<file path="src/shared/aew_pkg.sv">
`default_nettype none
package aew_pkg;

  // data widths
  localparam int ANGLE_W = 8;
  localparam int GAIN_W  = 6;
  localparam int CODE_W  = 5;

  // serial command codes as seen on the decoded command port
  localparam logic [CODE_W-1:0] CMD_STORE_REF                 = 5'h03;
  localparam logic [CODE_W-1:0] CMD_TRIM_RELOAD               = 5'h13;
  localparam logic [CODE_W-1:0] CMD_WRITE_CONFIG              = 5'h17;
  localparam logic [CODE_W-1:0] CMD_PROGRAM_USER_SETTINGS     = 5'h0a;

  // configuration field position inside the command data byte
  localparam int CFG_LOW_POWER_BIT = 0;

  // gain control limits and reset values
  localparam logic [GAIN_W-1:0]  GAIN_MIN        = 6'h00;
  localparam logic [GAIN_W-1:0]  GAIN_MAX        = 6'h3f;
  localparam logic [GAIN_W-1:0]  GAIN_RESET      = 6'h00;
  localparam logic [ANGLE_W-1:0] ANGLE_RESET     = 8'h00;
  localparam logic [ANGLE_W-1:0] THRESHOLD_RESET = 8'h00;

  // timing: figures in their own unit, cycles derived (least times round up)
  localparam int CLOCK_PERIOD_NS = 10;
  localparam int NS_PER_US       = 1000;
  localparam int T_ON_MIN_US     = 250;
  localparam int T_WAKE_PULSE_US = 10;
  localparam int T_ON_CYCLES     = (T_ON_MIN_US * NS_PER_US + CLOCK_PERIOD_NS - 1) / CLOCK_PERIOD_NS;
  localparam int WAKE_CYCLES     = (T_WAKE_PULSE_US * NS_PER_US + CLOCK_PERIOD_NS - 1) / CLOCK_PERIOD_NS;

  // power sequencing states
  typedef enum logic [1:0] {
    PWR_OFF    = 2'b00,
    PWR_SETTLE = 2'b01,
    PWR_WAKE   = 2'b10,
    PWR_RUN    = 2'b11
  } aew_pwr_type;

  // shortest-path distance between two angles on a 256-position circle
  function automatic logic [ANGLE_W-1:0] angle_distance(input logic [ANGLE_W-1:0] a,
                                                        input logic [ANGLE_W-1:0] b);
    logic [ANGLE_W-1:0] d;
    d = a - b;
    angle_distance = d[ANGLE_W-1] ? ANGLE_W'(~d + 8'h01) : d;
  endfunction

endpackage
`default_nettype wire

</file>
<file path="src/shared/aew_ret_if.sv">
`timescale 1ns/1ns
`default_nettype none
interface aew_ret_if;
  import aew_pkg::*;

  logic               wr_live;
  logic [ANGLE_W-1:0] live_angle;
  logic [GAIN_W-1:0]  live_gain;
  logic               wr_ref;
  logic [ANGLE_W-1:0] ref_data;
  logic               wr_thr;
  logic [ANGLE_W-1:0] thr_data;
  logic               wr_trim;
  logic [ANGLE_W-1:0] ref_angle;
  logic               ref_valid;
  logic [ANGLE_W-1:0] threshold;
  logic [ANGLE_W-1:0] saved_angle;
  logic [GAIN_W-1:0]  saved_gain;
  logic               trim_valid;

  modport ctrl  (output wr_live, live_angle, live_gain, wr_ref, ref_data, wr_thr, thr_data, wr_trim,
                 input  ref_angle, ref_valid, threshold, saved_angle, saved_gain, trim_valid);
  modport store (input  wr_live, live_angle, live_gain, wr_ref, ref_data, wr_thr, thr_data, wr_trim,
                 output ref_angle, ref_valid, threshold, saved_angle, saved_gain, trim_valid);
endinterface
`default_nettype wire

</file>
<file path="src/core/aew_wake_ctrl.sv">
`timescale 1ns/1ns
`default_nettype none
// Summary of operation
// - A configuration command switches the device between active and low power mode.
// - The lock flag in the output data shows that the tracking converter has locked.
// - The store-reference command copies the current angle into the retained reference.
// - Retained registers keep their settings while the main supply is off.
// - After each power-up, once 250 us have passed, the fresh angle is compared with the reference.
// - A difference above the threshold raises the wake request, otherwise wake stays released.
// - The wake threshold is written by the user settings command and used by the compare.
// - The gain control value saturates at 0 for strong fields and 63 for weak or missing fields.
// - A wake drives the open-drain line low for 10 us and then releases it.
// - Store-reference has code 00011, and without a stored reference every startup wakes.
// - Trim-reload has code 10011 and makes the trim values valid.
// - Retained storage apart from the trim-valid flag is written only while the trim values are valid and the wake-enable fuse bit is set.
module aew_wake_ctrl #(
  parameter int TON_CYCLES = aew_pkg::T_ON_CYCLES  // on-time before compare, in clock cycles
) (
  input  wire logic                         CLOCK,            // 100 MHz system clock
  input  wire logic                         RESETN,           // backup supply reset, active low
  input  wire logic                         VDD_ON,           // main supply present
  input  wire logic                         CMD_VALID,        // decoded serial command strobe
  input  wire logic [aew_pkg::CODE_W-1:0]   CMD_CODE,         // command code
  input  wire logic [aew_pkg::ANGLE_W-1:0]  CMD_DATA,         // command data byte
  input  wire logic [aew_pkg::ANGLE_W-1:0]  ANGLE_IN,         // measured angle
  input  wire logic                         CONVERTER_LOCKED, // tracking converter locked
  input  wire logic                         FIELD_STRONG,     // amplitude too high, lower gain
  input  wire logic                         FIELD_WEAK,       // amplitude too low, raise gain
  input  wire logic                         WAKE_ENABLE_OTP,  // wake-enable fuse bit
  output logic      [aew_pkg::ANGLE_W-1:0]  ANGLE_OUT,        // angle for the output stream
  output logic                              LOCK_FLAG,        // lock flag for the output stream
  output logic      [aew_pkg::GAIN_W-1:0]   GAIN_CONTROL_VALUE, // gain control value
  output logic                              LOW_POWER,        // low power mode active
  output logic                              TRIM_VALID,       // trim values loaded
  output logic                              WAKE_O,           // wake pin output level
  output logic                              WAKE_OEN          // wake pin enable, low drives
);
  import aew_pkg::*;

  localparam int CNT_MAX = (TON_CYCLES > WAKE_CYCLES) ? TON_CYCLES : WAKE_CYCLES;
  localparam int CNT_W   = $clog2(CNT_MAX + 1);
  localparam logic [CNT_W-1:0] TON_LAST  = CNT_W'(TON_CYCLES - 1);
  localparam logic [CNT_W-1:0] WAKE_LAST = CNT_W'(WAKE_CYCLES - 1);
  localparam logic [CNT_W-1:0] WAKE_LEN  = CNT_W'(WAKE_CYCLES);

  aew_ret_if ret ();

  aew_pwr_type        state;
  aew_pwr_type        next_state;
  logic [CNT_W-1:0]   cnt;
  logic [CNT_W-1:0]   next_cnt;
  logic               next_wake_oen;
  logic               low_power;
  logic               next_low_power;
  logic [ANGLE_W-1:0] angle;
  logic [ANGLE_W-1:0] next_angle;
  logic               lock;
  logic               next_lock;
  logic [GAIN_W-1:0]  gain;
  logic [GAIN_W-1:0]  next_gain;
  logic               cmd_ok;
  logic               storing;
  logic               wake_hit;
  logic [CNT_W-1:0]   low_len;

  aew_retain u_retain (
    .clock  (CLOCK),
    .resetn (RESETN),
    .ret    (ret)
  );

  // commands only count while the chip is powered and out of PWR_OFF, so also during settle and wake
  assign cmd_ok   = CMD_VALID && VDD_ON && (state != PWR_OFF);
  assign storing  = ret.trim_valid && WAKE_ENABLE_OTP;
  // no reference yet means every startup wakes
  assign wake_hit = WAKE_ENABLE_OTP &&
                    (!ret.ref_valid || (angle_distance(ANGLE_IN, ret.ref_angle) > ret.threshold));

  // retained storage writes
  assign ret.wr_live    = storing && VDD_ON && (state != PWR_OFF) && !low_power && CONVERTER_LOCKED;
  assign ret.live_angle = ANGLE_IN;
  assign ret.live_gain  = gain;
  assign ret.wr_ref     = storing && cmd_ok && (CMD_CODE == CMD_STORE_REF);
  assign ret.ref_data   = ANGLE_IN;
  assign ret.wr_thr     = storing && cmd_ok && (CMD_CODE == CMD_PROGRAM_USER_SETTINGS);
  assign ret.thr_data   = CMD_DATA;
  assign ret.wr_trim    = cmd_ok && (CMD_CODE == CMD_TRIM_RELOAD);

  // power-up sequencing: wait the on-time, compare once, maybe pulse wake
  always_comb begin
    next_state    = state;
    next_cnt      = cnt;
    next_wake_oen = 1'b1;
    unique case (state)
      PWR_OFF: begin
        next_cnt = '0;
        if (VDD_ON) begin
          next_state = PWR_SETTLE;
        end
      end
      PWR_SETTLE: begin
        if (cnt == TON_LAST) begin
          next_cnt = '0;
          if (wake_hit) begin
            next_state    = PWR_WAKE;
            next_wake_oen = 1'b0;
          end else begin
            next_state = PWR_RUN;
          end
        end else begin
          next_cnt = cnt + 1'b1;
        end
      end
      PWR_WAKE: begin
        if (cnt == WAKE_LAST) begin
          next_state = PWR_RUN;
        end else begin
          next_cnt      = cnt + 1'b1;
          next_wake_oen = 1'b0;
        end
      end
      PWR_RUN: begin
        next_cnt = '0;
      end
    endcase
    // supply loss cuts any pulse short: the pad has no power to hold it
    if (!VDD_ON) begin
      next_state    = PWR_OFF;
      next_cnt      = '0;
      next_wake_oen = 1'b1;
    end
  end

  always_ff @(posedge CLOCK or negedge RESETN) begin
    if (!RESETN) begin
      state    <= PWR_OFF;
      cnt      <= '0;
      WAKE_OEN <= 1'b1;
    end else begin
      state    <= next_state;
      cnt      <= next_cnt;
      WAKE_OEN <= next_wake_oen;
    end
  end

  // mode and measurement: angle and gain frozen and lock dropped in low power, angle and gain restored from storage at power-up
  always_comb begin
    next_low_power = low_power;
    next_angle     = angle;
    next_lock      = lock;
    next_gain      = gain;
    if (state == PWR_OFF) begin
      next_low_power = 1'b0;
      next_lock      = 1'b0;
      if (VDD_ON) begin
        next_angle = ret.saved_angle;
        next_gain  = ret.saved_gain;
      end
    end else begin
      if (cmd_ok && (CMD_CODE == CMD_WRITE_CONFIG)) begin
        next_low_power = CMD_DATA[CFG_LOW_POWER_BIT];
      end
      if (low_power) begin
        next_lock = 1'b0;
      end else begin
        next_angle = ANGLE_IN;
        next_lock  = CONVERTER_LOCKED;
        if (FIELD_WEAK && !FIELD_STRONG && (gain != GAIN_MAX)) begin
          next_gain = gain + 1'b1;
        end else if (FIELD_STRONG && !FIELD_WEAK && (gain != GAIN_MIN)) begin
          next_gain = gain - 1'b1;
        end
      end
    end
    if (!VDD_ON) begin
      next_low_power = 1'b0;
      next_lock      = 1'b0;
    end
  end

  always_ff @(posedge CLOCK or negedge RESETN) begin
    if (!RESETN) begin
      low_power <= 1'b0;
      angle     <= ANGLE_RESET;
      lock      <= 1'b0;
      gain      <= GAIN_RESET;
    end else begin
      low_power <= next_low_power;
      angle     <= next_angle;
      lock      <= next_lock;
      gain      <= next_gain;
    end
  end

  assign ANGLE_OUT          = angle;
  assign LOCK_FLAG          = lock;
  assign GAIN_CONTROL_VALUE = gain;
  assign LOW_POWER          = low_power;
  assign TRIM_VALID         = ret.trim_valid;
  assign WAKE_O             = 1'b0;  // open drain: only ever pulls low

  // helper for checks: length of the current low phase on the wake pin
  always_ff @(posedge CLOCK or negedge RESETN) begin
    if (!RESETN) begin
      low_len <= '0;
    end else begin
      low_len <= WAKE_OEN ? '0 : low_len + 1'b1;
    end
  end

  property p_low_power;
    @(posedge CLOCK) disable iff (!RESETN)
      cmd_ok && (CMD_CODE == CMD_WRITE_CONFIG) |=> (LOW_POWER == $past(CMD_DATA[CFG_LOW_POWER_BIT]));
  endproperty
  a_low_power: assert property (p_low_power) else $error("low power mode not taken from command");

  property p_lock;
    @(posedge CLOCK) disable iff (!RESETN)
      VDD_ON && (state != PWR_OFF) && !low_power ##1 VDD_ON |-> (LOCK_FLAG == $past(CONVERTER_LOCKED));
  endproperty
  a_lock: assert property (p_lock) else $error("lock flag does not follow converter");

  property p_store_ref;
    @(posedge CLOCK) disable iff (!RESETN)
      ret.wr_ref |=> ret.ref_valid && (ret.ref_angle == $past(ANGLE_IN));
  endproperty
  a_store_ref: assert property (p_store_ref) else $error("reference angle not stored");

  property p_compare_time;
    @(posedge CLOCK) disable iff (!RESETN)
      $fell(WAKE_OEN) |-> ($past(state) == PWR_SETTLE) && ($past(cnt) == TON_LAST);
  endproperty
  a_compare_time: assert property (p_compare_time) else $error("wake started outside compare point");

  property p_quiet;
    @(posedge CLOCK) disable iff (!RESETN)
      (state == PWR_SETTLE) && (cnt == TON_LAST) && VDD_ON && ret.ref_valid &&
      (angle_distance(ANGLE_IN, ret.ref_angle) <= ret.threshold) |=> WAKE_OEN ##1 WAKE_OEN;
  endproperty
  a_quiet: assert property (p_quiet) else $error("wake driven below threshold");

  property p_thr_write;
    @(posedge CLOCK) disable iff (!RESETN)
      ret.wr_thr |=> (ret.threshold == $past(CMD_DATA));
  endproperty
  a_thr_write: assert property (p_thr_write) else $error("threshold not stored");

  property p_gain_top;
    @(posedge CLOCK) disable iff (!RESETN)
      (GAIN_CONTROL_VALUE == GAIN_MAX) && !FIELD_STRONG && VDD_ON && (state != PWR_OFF) |=>
      (GAIN_CONTROL_VALUE == GAIN_MAX);
  endproperty
  a_gain_top: assert property (p_gain_top) else $error("gain left upper saturation");

  property p_gain_floor;
    @(posedge CLOCK) disable iff (!RESETN)
      (GAIN_CONTROL_VALUE == GAIN_MIN) && !FIELD_WEAK && VDD_ON && (state != PWR_OFF) |=>
      (GAIN_CONTROL_VALUE == GAIN_MIN);
  endproperty
  a_gain_floor: assert property (p_gain_floor) else $error("gain left lower saturation");

  property p_wake_len;
    @(posedge CLOCK) disable iff (!RESETN)
      $rose(WAKE_OEN) && VDD_ON |-> (low_len == WAKE_LEN);
  endproperty
  a_wake_len: assert property (p_wake_len) else $error("wake pulse length wrong");

  property p_no_ref;
    @(posedge CLOCK) disable iff (!RESETN)
      (state == PWR_SETTLE) && (cnt == TON_LAST) && VDD_ON && WAKE_ENABLE_OTP && !ret.ref_valid |=> !WAKE_OEN;
  endproperty
  a_no_ref: assert property (p_no_ref) else $error("no wake without reference");

  property p_trim;
    @(posedge CLOCK) disable iff (!RESETN)
      ret.wr_trim |=> TRIM_VALID;
  endproperty
  a_trim: assert property (p_trim) else $error("trim reload not taken");

  // watches the stored words themselves, so a leak inside the retained block is caught too
  property p_copy_gate;
    @(posedge CLOCK) disable iff (!RESETN)
      !WAKE_ENABLE_OTP || !ret.trim_valid |=> $stable(ret.ref_angle) && $stable(ret.ref_valid) &&
      $stable(ret.threshold) && $stable(ret.saved_angle) && $stable(ret.saved_gain);
  endproperty
  a_copy_gate: assert property (p_copy_gate) else $error("storage written without wake enable");

endmodule
`default_nettype wire

</file>
<file path="src/core/aew_retain.sv">
`timescale 1ns/1ns
`default_nettype none
// storage kept alive by the backup supply; only the backup reset clears it
module aew_retain (
  input  wire logic clock,   // system clock
  input  wire logic resetn,  // backup supply reset, active low
  aew_ret_if.store  ret      // write strobes in, stored values out
);
  import aew_pkg::*;

  logic [ANGLE_W-1:0] next_ref_angle;
  logic               next_ref_valid;
  logic [ANGLE_W-1:0] next_threshold;
  logic [ANGLE_W-1:0] next_saved_angle;
  logic [GAIN_W-1:0]  next_saved_gain;
  logic               next_trim_valid;

  // main supply loss does not touch these, so settings survive off-time
  always_comb begin
    next_ref_angle   = ret.ref_angle;
    next_ref_valid   = ret.ref_valid;
    next_threshold   = ret.threshold;
    next_saved_angle = ret.saved_angle;
    next_saved_gain  = ret.saved_gain;
    next_trim_valid  = ret.trim_valid || ret.wr_trim;
    if (ret.wr_live) begin
      next_saved_angle = ret.live_angle;
      next_saved_gain  = ret.live_gain;
    end
    if (ret.wr_ref) begin
      next_ref_angle = ret.ref_data;
      next_ref_valid = 1'b1;
    end
    if (ret.wr_thr) begin
      next_threshold = ret.thr_data;
    end
  end

  // stored words are themselves the read registers
  always_ff @(posedge clock or negedge resetn) begin
    if (!resetn) begin
      ret.ref_angle   <= ANGLE_RESET;
      ret.ref_valid   <= 1'b0;
      ret.threshold   <= THRESHOLD_RESET;
      ret.saved_angle <= ANGLE_RESET;
      ret.saved_gain  <= GAIN_RESET;
      ret.trim_valid  <= 1'b0;
    end else begin
      ret.ref_angle   <= next_ref_angle;
      ret.ref_valid   <= next_ref_valid;
      ret.threshold   <= next_threshold;
      ret.saved_angle <= next_saved_angle;
      ret.saved_gain  <= next_saved_gain;
      ret.trim_valid  <= next_trim_valid;
    end
  end
endmodule
`default_nettype wire

</file>
<file path="config.mk">
export PLATFORM = sky130hd
export DESIGN_NAME = aew_wake_ctrl
export DESIGN_NICKNAME = d
export VERILOG_FILES = /design/src/shared/aew_pkg.sv /design/src/shared/aew_ret_if.sv /design/src/core/aew_wake_ctrl.sv /design/src/core/aew_retain.sv
export SDC_FILE = /design/constraint.sdc
export NUM_CORES = 1
export LEC_CHECK = 0
export BUFFER_PORTS_ARGS = -buffer_cell sky130_fd_sc_hd__buf_2
export CELL_PAD_IN_SITES_DETAIL_PLACEMENT = 1
export CELL_PAD_IN_SITES_GLOBAL_PLACEMENT = 1
export CORE_ASPECT_RATIO = 1.75
export CORE_MARGIN = 5
export CORE_UTILIZATION = 45
export DETAILED_ROUTE_END_ITERATION = 8
export GPL_TIMING_DRIVEN = 0
export PLACE_DENSITY = 0.83
export SYNTH_ARGS = -nofsm -noshare
export SYNTH_HDL_FRONTEND = slang
export SYNTH_SLANG_ARGS = --single-unit
</file>
<file path="constraint.sdc">
create_clock -name CLOCK -period 4 [get_ports CLOCK]
set_input_delay 1 -clock CLOCK [delete_from_list [all_inputs] [get_ports CLOCK]]
set_output_delay 1 -clock CLOCK [all_outputs]
set_load 0.05 [all_outputs]
</file>
**Word-level counts from Yosys, hierarchy flattened**

Index checks and enable logic that the tools add are counted.

- ROM bits: 0
- Input port bits: 29
- Output and inout port bits: 19
- Memory bits (writable): 0
- Bits in latches: 0
- Memories: 0
- Register bits: 66

- Multiply operators: 0
- Add/subtract/negate cells: 5
- Divide/modulo/power cells: 0
- Magnitude comparators: 1
- Bitwise gates (word level): 1
- Reductions and logical operators: 31
- Eq/ne operators: 17
- Shifts and indexed selects: 0
- Muxes and demuxes: 29

Operator list:

| cell | number |
|---|---|
| $mux W15 | 3 |
| $pmux W15 S3 | 1 |
| $mux W8 | 4 |
| $mux W6 | 5 |
| $logic_and A1 B1 Y1 | 17 |
| $add A15 B1 Y15 const B | 1 |
| $eq A15 B10 Y1 const B | 1 |
| $eq A15 B15 Y1 const B | 1 |
| $mux W1 | 11 |
| $eq A5 B5 Y1 const B | 2 |
| $ne A3 B3 Y1 const B | 3 |
| $add A8 B1 Y8 const B | 1 |
| $gt A8 B8 Y1 | 1 |
| $not A8 Y8 | 1 |
| $sub A8 B8 Y8 | 1 |
| $add A6 B1 Y6 const B | 1 |
| $mux W2 | 3 |
| $ne A6 B6 Y1 const B | 1 |
| $pmux W2 S3 | 1 |
| $reduce_and A3 Y1 | 2 |
| $reduce_bool A6 Y1 | 1 |
| $sub A6 B1 Y6 const B | 1 |
| $eq A5 B2 Y1 const B | 1 |
| $eq A5 B4 Y1 const B | 1 |
| 14 further kinds | 19 |

**Logic depth before layout (Yosys ltp)**

Gate-level depths: netlist of run 1.

- Depth in word-level cells: 11
- Gate-level depth with buffers: 15
- Depth with buffers taken out: 15

**Hierarchy**

Synthesis of run 1 repeated with hierarchy kept, for this count alone.

- Cells, all modules: 367
- Area total of the unflattened synthesis: 3,763.6 um^2

Modules (own cells, without submodules):

| module | seq. area each (um^2) | area an instance (um^2) | cells an instance | times used |
|---|---|---|---|---|
| aew_wake_ctrl | 852.1 | 2,591.2 | 300 | 1 |
| aew_retain | 800.8 | 1,172.4 | 67 | 1 |

**Least setup slack after synthesis of run 1**

OpenSTA, ideal clock, no wires.

- Path kind: input to register
- Start point: in ANGLE_IN[0] (netlist name)
- End point: reg state[0]
- Stages: 15
- Buffers on the path: 0
- Required time: 3.912 ns
- Library setup time: 0.088 ns
- Data arrival time: 3.659 ns
- Path slack: 0.252 ns
- Path through: inv_1 -> ha_1 -> fa_1 -> nand2b_1 -> a21oi_1 -> xor2_1 -> nor3_1 -> nand3_1 -> nor4b_1 -> ha_1 -> a21oi_1 -> o21ai_0 -> o22ai_1 -> a31oi_1 -> a41oi_1

- Word-level cells in the longest chain between the ends: 11

RTL lines:

| what | line | source |
|---|---|---|
| from (decl) | aew_wake_ctrl.sv:25 | `input wire logic [aew_pkg::ANGLE_W-1:0] ANGLE_IN,` |
| $sub A8 B8 Y8 * | aew_pkg.sv:45 | `d = a - b;` |
| $not A8 Y8 | aew_pkg.sv:46 | `angle_distance = d[ANGLE_W-1] ? ANGLE_W'(~d + 8'h01) : d;` |
| $add A8 B1 Y8 | aew_pkg.sv:46 |  |
| $mux W8 * | aew_pkg.sv:46 |  |
| $gt A8 B8 Y1 * | aew_wake_ctrl.sv:77 | `(!ret.ref_valid \|\| (angle_distance(ANGLE_IN, ret.ref_angle) > ret.threshold));` |
| $logic_or A1 B1 Y1 * | aew_wake_ctrl.sv:77 |  |
| $logic_and A1 B1 Y1 * | aew_wake_ctrl.sv:76 | `assign wake_hit = WAKE_ENABLE_OTP &&` |
| $mux W1 * | aew_wake_ctrl.sv:104 | `if (wake_hit) begin` |
| $mux W2 * | aew_wake_ctrl.sv:102 | `if (cnt == TON_LAST) begin` |
| $pmux W2 S3 * | aew_wake_ctrl.sv:94 | `unique case (state)` |
| $mux W2 * | aew_wake_ctrl.sv:127 | `if (!VDD_ON) begin` |
| to (signal assigned) | aew_wake_ctrl.sv:140 | `state <= next_state;` |
| to (decl) | aew_wake_ctrl.sv:48 | `aew_pwr_type state;` |

Mark *: on every way between the ends. The rest lies on a longest branch, timed or not. The select of a mux whose other input is x is not followed.
A chain may end at the register's enable or synchronous reset.

**Worst setup path after layout of run 1**

- Start point: in ANGLE_IN[1] (netlist name)
- End point: reg state[0]

The elaborated chain is that of the path after synthesis.

==> metrics.md, run 1 <==
| Metric | Value |
|---|---|
| Mux contribution to synthesized area | `8.60%` |
| Startpoint types | `input port` |
| Levels on crit path | `15` |
| DIE AREA | `0.0103 mm²` |
| CTS Buf Count | `9` |
| Async set or reset register ratio after synthesis | `100%` |
| Core area | `0.00820 mm²` |
| Tot Pwr | `0.00279 W` |
| Kind of critical path | `input port to flip-flop` |
| Run status | `completed` |
| First drt pass iteration count | `4` |
| Max incr delay on CP | `430 ps` |
| Adder-Cell Fraction of Synth Area | `9.10%` |
| Placed insts | `517` |
| Synth Flop Type | `dfrtp_1` |
| Total of max-cap violations | `0` |
| HP Class | `flip-flop to flip-flop` |
| Buffers & Inverters on Critical Path | `1` |
| Initial antenna violation count | `0` |
| Fillers | `924` |
| Clock transition at path regs | `50 ps` |
| Clk Latency, worst-skew pair | `330 ps` |
| Starting Density | `45.6%` |
| Hold Path Depth | `1` |
| Setup violators final | `0` |
| Total clock sinks | `66` |
| Sequential fraction of the synthesis area | `44.2%` |
| Syn Area/Cell | `9.87 µm²` |
| Worst Reg-to-Reg Cells | `15` |
| Finished Core Util | `54.3%` |
| Total global routing overflow | `0` |
| Diode count | `0` |
| Post-synthesis net count | `434` |
| Pwr/cell area | `627 mW/mm²` |
| First-pass GRT wire length | `16,300 µm` |
| Mapped Cells | `379` |
| Multi-input gate area | `0.00200 mm²` |
| Post-synthesis compound-gate area fraction | `12.6%` |
| Worst Setup End Kind | `flip-flop` |
| # DRC | `0` |
| Die height | `131 µm` |
| I/O Buffers | `46` |
| Final slew viol count | `0` |
| Fraction of layout cells with a size suffix above 1 | `22.0%` |
| Routed vias/inst | `5.79` |
| Final HPWL DP | `7200 µm` |
| 1st-iter DRT viols | `82` |
| Critical-path top delay cell | `xnor2_2` |
| Routed length per placed instance | `18.1 µm` |
| Final GP Congestion | `0.831` |
| CTS tree | `built` |
| Number of global-route vias before repair | `3,382` |
| Yosys reg bits | `66` |
| Overall Global Routing Usage | `20.5%` |
| Via count | `3,084` |
| Cell Chain, Critical Path | `buf_2, ha_1, nor2b_1, o2111ai_1, a31oi_1, xnor2_2, nor2_1, xnor2_1, ha_1, a21o_1, a21oi_1, a21oi_1, o22ai_1, a31oi_2, a41oi_2` |
| ANT nets after route | `0` |
| Max Clk Rate | `263 MHz` |
| Root buffer cell | `clkbuf_16` |
| Rows | `44` |
| Max IR drop VDD | `0.000301 V` |
| Post-Syn Area | `0.00374 mm²` |
| CP Max Fanout | `8` |
| WP data arrival | `4040 ps` |
| Pin count of the biggest net entering global routing | `67` |
| CTS Buffer Depth | `2` |
| Clock skew | `3.75 ps` |
| Tcrit/Tclk final | `95.1%` |
| WL final | `9660 µm` |
| Worst Path Required | `4240 ps` |
| Hold_buf cts | `0` |
| Worst slew margin | `39.9%` |
| FF/Latch Area | `0.00165 mm²` |
| Synth-to-layout area growth | `19.0%` |
| Ports | `48` |
| Number of enable flip-flop cells after synthesis | `0` |
| Yosys Warn Count | `0` |
| Fin nets | `491` |
| Fin Setup TNS | `0 ps` |
| Hold Fails Final Rpt | `0` |
| Htree depth | `3` |
| CP delay by family, top | `compound AO/OA/AOI/OAI gates` |
| Die width | `78.9 µm` |
| Min Tclk post-route | `3800 ps` |
| Post-synth cell types | `46` |
| Layout Cells excl Fill | `533` |
| Tightest Pin Transition | `892 ps` |
| Largest family of logic cells by synthesized area | `simple AND/OR/NAND/NOR gates` |
| Synth Area in Simple Gates | `15.3%` |
| Xor/xnor share of the synthesized area | `6.32%` |
| Pleak | `2.21 nW` |
[repair_timing]
| action | in CTS | in global routing |
|---|---|---|
| setup endpoints to repair | 1 | 2 |
| pin swaps | 0 | 3 |
| cloned | 0 | 0 |
| setup buffers | 0 | 0 |
| resized for setup | 3 | 6 |
[layer usage]
metal | GRT usage, % | part of all wire (%) | vias to the layer above
met5 | 0 | 0 | -
met4 | 10.1 | 3.3 | 0
met3 | 5.01 | 3.1 | 23
met2 | 39.1 | 58 | 52
met1 | 20.5 | 36 | 1571
li1 | - | - | 1438
[layout by cell type, fill, tap and decap left out, drive strengths merged, types with 7 or more instances in the layout]
cell type / netlist / final
dfrtp: 65 / 65
nand2: 29 / 29
inv: 22 / 22
buf: 2 / 48
clkbuf: 11 / 25
xor2: 12 / 12
nand4: 7 / 7
a21oi: 26 / 26
nor2: 33 / 33
mux2: 17 / 17
nand3: 12 / 12
xnor2: 15 / 15
ha: 24 / 24
o21ai: 30 / 30
mux2i: 13 / 13
[state kept, by name, summed over array words and instances, names as in the netlist]
signal and count:
WAKE_OEN 1, u_retain.ret.ref_angle 8, u_retain.ret.trim_valid 1, u_retain.ret.saved_angle 8, LOCK_FLAG 1, GAIN_CONTROL_VALUE 6, ANGLE_OUT 8, LOW_POWER 1
u_retain.ret.threshold 8, cnt 15, state 2, u_retain.ret.saved_gain 6, u_retain.ret.ref_valid 1
[per-stage QoR]
stage,cell area [µm²],worst slack (ps),hold slack (ps)
3_3_place_gp,4090,-282,454
4_1_cts,4410,56.4,475
6_report,4450,196,500
2_1_floorplan,3740,252,439
5_1_grt,4450,-9.47,507
3_5_place_dp,4090,-402,464
[kinds of logic after synthesis]
family / Yosys count
simple gates: 115
fa+ha+maj: 26
flops: 66
compound gates: 79
mux: 30
xor+xnor: 27
other cells: 1
buf+inv: 35
[path summary, 6_finish.rpt]
path | from | endpoint | slack, ps
max | ANGLE_IN[1] | state[0] | 200
min | u_retain.ret.ref_valid | u_retain.ret.ref_valid | 500
max reg2reg | u_retain.ret.ref_angle[1] | state[0] | 570
min reg2reg | u_retain.ret.ref_valid | u_retain.ret.ref_valid | 500
max in group asynchronous | RESETN | u_retain.ret.ref_angle[7] | 2660
min in group asynchronous | RESETN | cnt[10] | 770
[area by class of cell]
type / count / share of cell area [%]
multi-input combinational: 278 / 44.9
sequential: 66 / 37.1
clock buffer: 14 / 6.16
timing repair buffer: 46 / 5.23
tap: 92 / 2.59
inverter: 22 / 1.85
buffer: 13 / 1.35
clock inverter: 2 / 0.787
[synth_stat cells, types with 11 or more instances]
cell | number | area (µm²)
clkbuf_1 | 11 | 41.3
mux2_2 | 17 | 191
dfrtp_1 | 65 | 1630
nand2_1 | 29 | 109
ha_1 | 24 | 300
xor2_1 | 12 | 105
mux2i_1 | 13 | 130
xnor2_1 | 15 | 131
inv_1 | 22 | 82.6
a21oi_1 | 25 | 125
nor2_1 | 33 | 124
o21ai_0 | 27 | 135
nand3_1 | 12 | 60.1
[worst register-to-register path, stage by stage (launching register included)]
cell	delay, ps
dfrtp_1	380
inv_1	80
ha_1	270
nor2b_1	140
o2111ai_1	260
a31oi_1	180
xnor2_2	430
nor2_1	110
xnor2_1	230
ha_1	310
a21o_1	190
a21oi_1	130
a21oi_1	80
o22ai_1	180
a31oi_2	150
a41oi_2	220
[where the power goes]
group	total (W)	internal [W]	leakage, nW	switching (W)
clock	0.000805	0.000532	0.153	0.000272
sequential	0.000902	0.000796	0.826	0.000106
combinational	0.00109	0.000362	1.23	0.000723
(Power assumes the default switching activity.)
==> run 2, diff against run 1 <==
RECOVER_POWER = 100   (was not set)
clock period = 3.9 ns   (was 4 ns; I/O delays follow)
==> metrics.md, run 2 (same netlist as run 1, synthesis figures left out) <==
| Metric | Value |
|---|---|
| Run status | `complete, but fails checks` |
| Failing checks | `max-capacitance violations, max-slew violations` |
| Root buffer cell | `clkbuf_16` |
| 1st-iter DRT viols | `100` |
| Number of global-route vias before repair | `3,375` |
| Finished Core Util | `54.1%` |
| Worst Reg-to-Reg Cells | `15` |
| Max incr delay on CP | `390 ps` |
| Tcrit/Tclk final | `94.6%` |
| I/O Buffers | `46` |
| Final slew viol count | `67` |
| Setup violators final | `0` |
| Rows | `44` |
| Kind of critical path | `input port to flip-flop` |
| Power share of the combinational group | `37.9%` |
| Reg with most FFs | `cnt` |
| Most frequent cells in the layout | `dfrtp_1 (65), nor2_1 (33), clkbuf_1 (32)` |
| Fraction of layout cells with a size suffix above 1 | `18.0%` |
| Clock transition at path regs | `50 ps` |
| ANT nets after route | `0` |
| Worst Setup End Kind | `flip-flop` |
| DIE AREA | `0.0103 mm²` |
| HP Class | `flip-flop to flip-flop` |
| Final GP Congestion | `0.831` |
| Initial antenna violation count | `0` |
| Pwr/cell area | `638 mW/mm²` |
| Pleak | `2.16 nW` |
| Ports | `48` |
| First drt pass iteration count | `4` |
| Tightest Pin Transition | `1670 ps` |
| Fillers | `933` |
| Fin nets | `494` |
| CP delay by family, top | `compound AO/OA/AOI/OAI gates` |
| Total global routing overflow | `0` |
| Overall Global Routing Usage | `20.5%` |
| WP data arrival | `3930 ps` |
| Core area | `0.00820 mm²` |
| Final HPWL DP | `7200 µm` |
| RSZ-0062 raised after global routing | `false` |
| First-pass GRT wire length | `16,200 µm` |
| Clock skew | `5.11 ps` |
| Largest register FFs | `15` |
| Sequential share of power | `32.8%` |
| Worst hold slack | `501 ps` |
| Buffers & Inverters on Critical Path | `1` |
| Starting Density | `45.6%` |
| Sw Pwr | `0.00113 W` |
| Startpoint types | `input port` |
| Fin Setup TNS | `0 ps` |
| Total clock sinks | `66` |
| Switching part of the total | `39.8%` |
| Total of max-cap violations | `1` |
| Hold Fails Final Rpt | `0` |
| Hold_buf cts | `0` |
| Max Clk Rate | `271 MHz` |
| CTS tree | `built` |
| Min Tclk post-route | `3690 ps` |
| Die height | `131 µm` |
| Worst slew margin | `-11.5%` |
| Commonest non-fill, non-tap cell in the layout | `dfrtp_1` |
| Clock Power Share | `29.3%` |
| Htree depth | `3` |
| Routed vias/inst | `5.77` |
| CTS Buffer Depth | `2` |
| Max IR drop VDD | `0.000309 V` |
| WL final | `9740 µm` |
| Int Power | `0.00170 W` |
| Critical-path top delay cell | `xnor2_2` |
| Diode count | `0` |
| Die width | `78.9 µm` |
| Hold Path Depth | `1` |
| CTS Buf Count | `9` |
| # DRC | `0` |
| Routed length per placed instance | `18.2 µm` |
| Levels on crit path | `15` |
| Clk Latency, worst-skew pair | `330 ps` |
| Cell Chain, Critical Path | `clkbuf_2, ha_1, nor2b_1, o2111ai_1, a31oi_1, xnor2_2, nor2_1, xnor2_1, ha_1, a21o_1, a21oi_1, a21oi_1, o22ai_1, a31oi_2, a41oi_2` |
| CP Max Fanout | `8` |
| Synth-to-layout area growth | `18.5%` |
| Via count | `3,095` |
| Worst Path Required | `4140 ps` |
| Pin count of the biggest net entering global routing | `67` |
run 2: changes by cell type in the layout (fill, tap and decap cells not counted), sizes merged:
cell	previous run	this run
clkbuf	25	46
buf	48	30
run 2: final timing paths:
path / end / slack (ps) / startpoint
max: state[0] / 210 / ANGLE_IN[1]
max in group asynchronous: GAIN_CONTROL_VALUE[4] / 1820 / RESETN
max reg2reg: state[0] / 570 / u_retain.ret.ref_angle[1]
min: u_retain.ret.ref_valid / 500 / u_retain.ret.ref_valid
min reg2reg: u_retain.ret.ref_valid / 500 / u_retain.ret.ref_valid
min in group asynchronous: cnt[10] / 1070 / RESETN
run 2: area by class of cell:
class	instances	area, µm²	share of cell area, %
inverter	22	82.6	1.86
timing repair buffer	49	230	5.19
clock buffer	14	274	6.18
multi-input combinational	278	1990	44.9
tap	92	115	2.60
clock inverter	2	35.0	0.790
sequential	66	1650	37.3
buffer	13	52.6	1.19
run 2: power by group through the flow:
| stage | Sequential (W) | Clock (W) | Combinational, W |
|---|---|---|---|
| global route | 0.000944 | 0.000877 | 0.00118 |
| global placement | 0.000925 | 0 | 0.00103 |
| detailed placement | 0.000937 | 0 | 0.00109 |
| finish | 0.000927 | 0.000830 | 0.00107 |
| CTS | 0.000926 | 0.000839 | 0.00111 |
| floorplan | 0.00115 | 0 | 0.000568 |
run 2: layer usage:
metal,vias up,share of wire [%],track usage (%)
met5,-,0,0
met4,0,3.6,9.92
met3,27,3.2,5.01
met2,52,57,39.0
met1,1568,37,20.5
li1,1448,-,-
run 2: metrics by stage:
| step | worst slack (ps) | cell area (µm²) | cells | power (W) |
|---|---|---|---|---|
| floorplan | 177 | 3740 | 379 | 0.00172 |
| global placement | -357 | 4090 | 517 | 0.00195 |
| detailed placement | -477 | 4090 | 517 | 0.00202 |
| CTS | 56.5 | 4420 | 533 | 0.00287 |
| global route | 29.6 | 4430 | 536 | 0.00300 |
| finish | 212 | 4430 | 536 | 0.00283 |
run 2: timing repair:
action / 4_1_cts / 5_1_grt
setup endpoints to repair: 1 / 2
setup buffers: 0 / 3
gates resized for setup: 4 / 7
pin swaps: 0 / 11
==> run 3, diff against run 2 <==
CORE_MARGIN = not set   (was 5)
PLACE_DENSITY = 0.82   (was 0.83)
RECOVER_POWER = 25   (was 100)
SYNTH_HIERARCHICAL = 1   (was not set)
==> metrics.md, run 3 <==
| Metric | Value |
|---|---|
| FF/Latch Area | `0.00165 mm²` |
| Most frequent cells in the layout | `dfrtp_1 (65), buf_2 (46), nor2_1 (37)` |
| Post-synth cell types | `50` |
| Die height | `123 µm` |
| First-pass GRT wire length | `15,100 µm` |
| Total of max-cap violations | `1` |
| Worst Path Required | `4140 ps` |
| Diode count | `0` |
| Cell Chain, Critical Path | `buf_8, inv_4, ha_4, fa_2, nand2b_4, a21oi_4, xor2_4, nor3_4, nand3_1, nor4b_2, ha_1, a21oi_2, o21a_1, nand2b_1, o21ai_2, a31oi_1, buf_4, a31oi_4` |
| I/O Buffers | `45` |
| Total global routing overflow | `0` |
| Final HPWL DP | `6550 µm` |
| Count leader, synth | `dfrtp_1` |
| Clk Latency, worst-skew pair | `320 ps` |
| CTS tree | `built` |
| Worst flop-to-flop path startpoint | `u_retain/ret.ref_angle[0]` |
| Max incr delay on CP | `410 ps` |
| Failing checks | `max-capacitance violations, max-slew violations` |
| Post-Syn Area | `0.00376 mm²` |
| Routed length per placed instance | `17.6 µm` |
| HP Class | `flip-flop to flip-flop` |
| Hold Fails Final Rpt | `0` |
| Fraction of layout cells with a size suffix above 1 | `29.3%` |
| Synth cell count leaders | `dfrtp_1 (65), nor2_1 (37), mux2_2 (30)` |
| Yosys reg bits | `66` |
| Switching part of the total | `39.4%` |
| Via count | `2,937` |
| 1st-iter DRT viols | `124` |
| Yosys Warn Count | `6` |
| Commonest non-fill, non-tap cell in the layout | `dfrtp_1` |
| Initial antenna violation count | `0` |
| Sw Pwr | `0.00115 W` |
| First drt pass iteration count | `6` |
| Hold_buf cts | `0` |
| Area leader, netlist | `dfrtp_1` |
| ANT nets after route | `0` |
| Final GP Congestion | `0.844` |
| Startpoint types | `input port` |
| Clock skew | `6.09 ps` |
| Htree depth | `3` |
| Power share of the combinational group | `41.0%` |
| Final slew viol count | `67` |
| Root buffer cell | `clkbuf_16` |
| Reg with most FFs | `cnt` |
| Kind of critical path | `input port to flip-flop` |
| Synth area leaders | `dfrtp_1 (43%), mux2_2 (9.0%), ha_1 (8.0%)` |
| Critical-path top delay cell | `fa_2` |
| Sequential share of power | `31.4%` |
| Tcrit/Tclk final | `97.1%` |
| Total clock sinks | `66` |
| Pleak | `2.18 nW` |
| Sequential fraction of the synthesis area | `43.9%` |
| Share of the synthesized area in the top cell type | `43.2%` |
| Overall Global Routing Usage | `22.7%` |
| CTS Buf Count | `9` |
| Reg-to-reg slack, setup | `450 ps` |
| CTS Buffer Depth | `2` |
| Fin nets | `487` |
| # DRC | `0` |
| WL final | `9290 µm` |
| Buffers & Inverters on Critical Path | `3` |
| Clock Power Share | `27.5%` |
| Fillers | `899` |
| Min Tclk post-route | `3790 ps` |
| Synth-to-layout area growth | `22.9%` |
| Syn Area/Cell | `10.3 µm²` |
| Synth Flop Type | `dfrtp_1` |
| Clock transition at path regs | `50 ps` |
| Max Clk Rate | `264 MHz` |
| Routed vias/inst | `5.57` |
| Core area | `0.00802 mm²` |
| Worst Setup End Kind | `flip-flop` |
| Finished Core Util | `57.7%` |
| Multi-input gate area | `0.00211 mm²` |
| Worst slew margin | `-11.9%` |
| DIE AREA | `0.00875 mm²` |
| Int Power | `0.00177 W` |
| Starting Density | `46.9%` |
| WP data arrival | `4030 ps` |
| Rows | `43` |
| Number of enable flip-flop cells after synthesis | `0` |
| Run status | `complete, but fails checks` |
| Tightest Pin Transition | `1680 ps` |
| Mapped Cells | `367` |
| HP Start | `u_retain/ret.ref_valid` |
| Pin count of the biggest net entering global routing | `67` |
| Die width | `71.1 µm` |
| Post-synthesis net count | `422` |
| Max IR drop VDD | `0.000370 V` |
| Setup violators final | `0` |
| CP Max Fanout | `3` |
| Number of global-route vias before repair | `3,206` |
| Pwr/cell area | `630 mW/mm²` |
| Async set or reset register ratio after synthesis | `100%` |
| CP delay by family, top | `simple AND/OR/NAND/NOR gates` |
| Ports | `48` |
| Fin Setup TNS | `0 ps` |
| Largest register FFs | `15` |
| Worst Setup SP | `ANGLE_IN[0]` |
run 3: final cells by class:
type	instances	share of cell area (%)
Multi-Input combinational cell	268	45.7
Tap cell	90	2.43
Buffer	9	1.05
Sequential cell	66	35.7
Inverter	24	2.00
Clock inverter	2	0.757
Timing Repair Buffer	54	6.63
Clock buffer	14	5.71
run 3: layer usage:
layer | GRT usage [%] | wire length, µm | part of all wire [%]
met1 | 23.7 | 3560 | 38
met2 | 43.3 | 5300 | 57
met3 | 3.99 | 194 | 2.1
met4 | 10.5 | 243 | 2.6
met5 | 0 | 0 | 0
run 3: logic make-up (layout without fill, tap and decap cells):
| family | after synthesis | after routing | synth area share, % |
|---|---|---|---|
| AO/OA/AOI/OAI | 58 | 58 | 9.04 |
| XOR/XNOR | 28 | 28 | 6.52 |
| adder cells (fa/ha/maj) | 26 | 26 | 9.04 |
| buffers and inverters | 33 | 103 | 3.69 |
| flip-flops | 66 | 66 | 43.9 |
| multiplexers | 44 | 44 | 12.7 |
| other | 1 | 1 | 0.0996 |
| AND/OR/NAND/NOR | 111 | 111 | 15.0 |
run 3: path summary, 6_finish.rpt:
check                      depth (start not counted)                        end
setup / recovery                                  18                   state[0]
hold / removal                                     1     u_retain/ret.ref_valid
setup reg to reg                                  16                   state[0]
hold reg to reg                                    1     u_retain/ret.ref_valid
max in group asynchronous                          1  u_retain/ret.ref_angle[6]
min in group asynchronous                          1                     cnt[2]
run 3: power by group through the flow:
| stage | logic, W | registers (W) | clock network, W |
|---|---|---|---|
| after detailed placement | 0.00111 | 0.000931 | 0 |
| after CTS | 0.00114 | 0.000918 | 0.000819 |
| final | 0.00120 | 0.000916 | 0.000803 |
| after global routing | 0.00130 | 0.000934 | 0.000839 |
| after floorplan | 0.000601 | 0.00115 | 0 |
| after global placement | 0.00106 | 0.000922 | 0 |
run 3: timing repair:
item                                    in CTS  in global routing
setup buffers                                2                  7
cloned                                       0                  0
pin swaps                                    5                 16
endpoints found under the setup margin       2                  2
resized for setup                            7                 22
run 3: through the flow:
stage | total power, W | hold slack, ps | setup slack, ps | cells | cell area, µm²
floorplan | 0.00175 | 437 | 131 | 367 | 3760
CTS | 0.00288 | 467 | 28.0 | 520 | 4450
detailed placement | 0.00204 | 451 | -556 | 502 | 4100
finish | 0.00291 | 461 | 114 | 527 | 4630
global placement | 0.00198 | 450 | -438 | 502 | 4100
global route | 0.00307 | 491 | -16.3 | 527 | 4630
run 3: worst reg2reg max path, cell delays in order, from the launching register on:
cell and delay (ps):
dfrtp_1 400, ha_4 180, fa_2 410, nand2b_4 170
a21oi_4 200, xor2_4 120, nor3_4 250, nand3_1 120
nor4b_2 280, ha_1 310, a21oi_2 160, o21a_1 180
nand2b_1 80, o21ai_2 140, a31oi_1 90, buf_4 160
a31oi_4 130
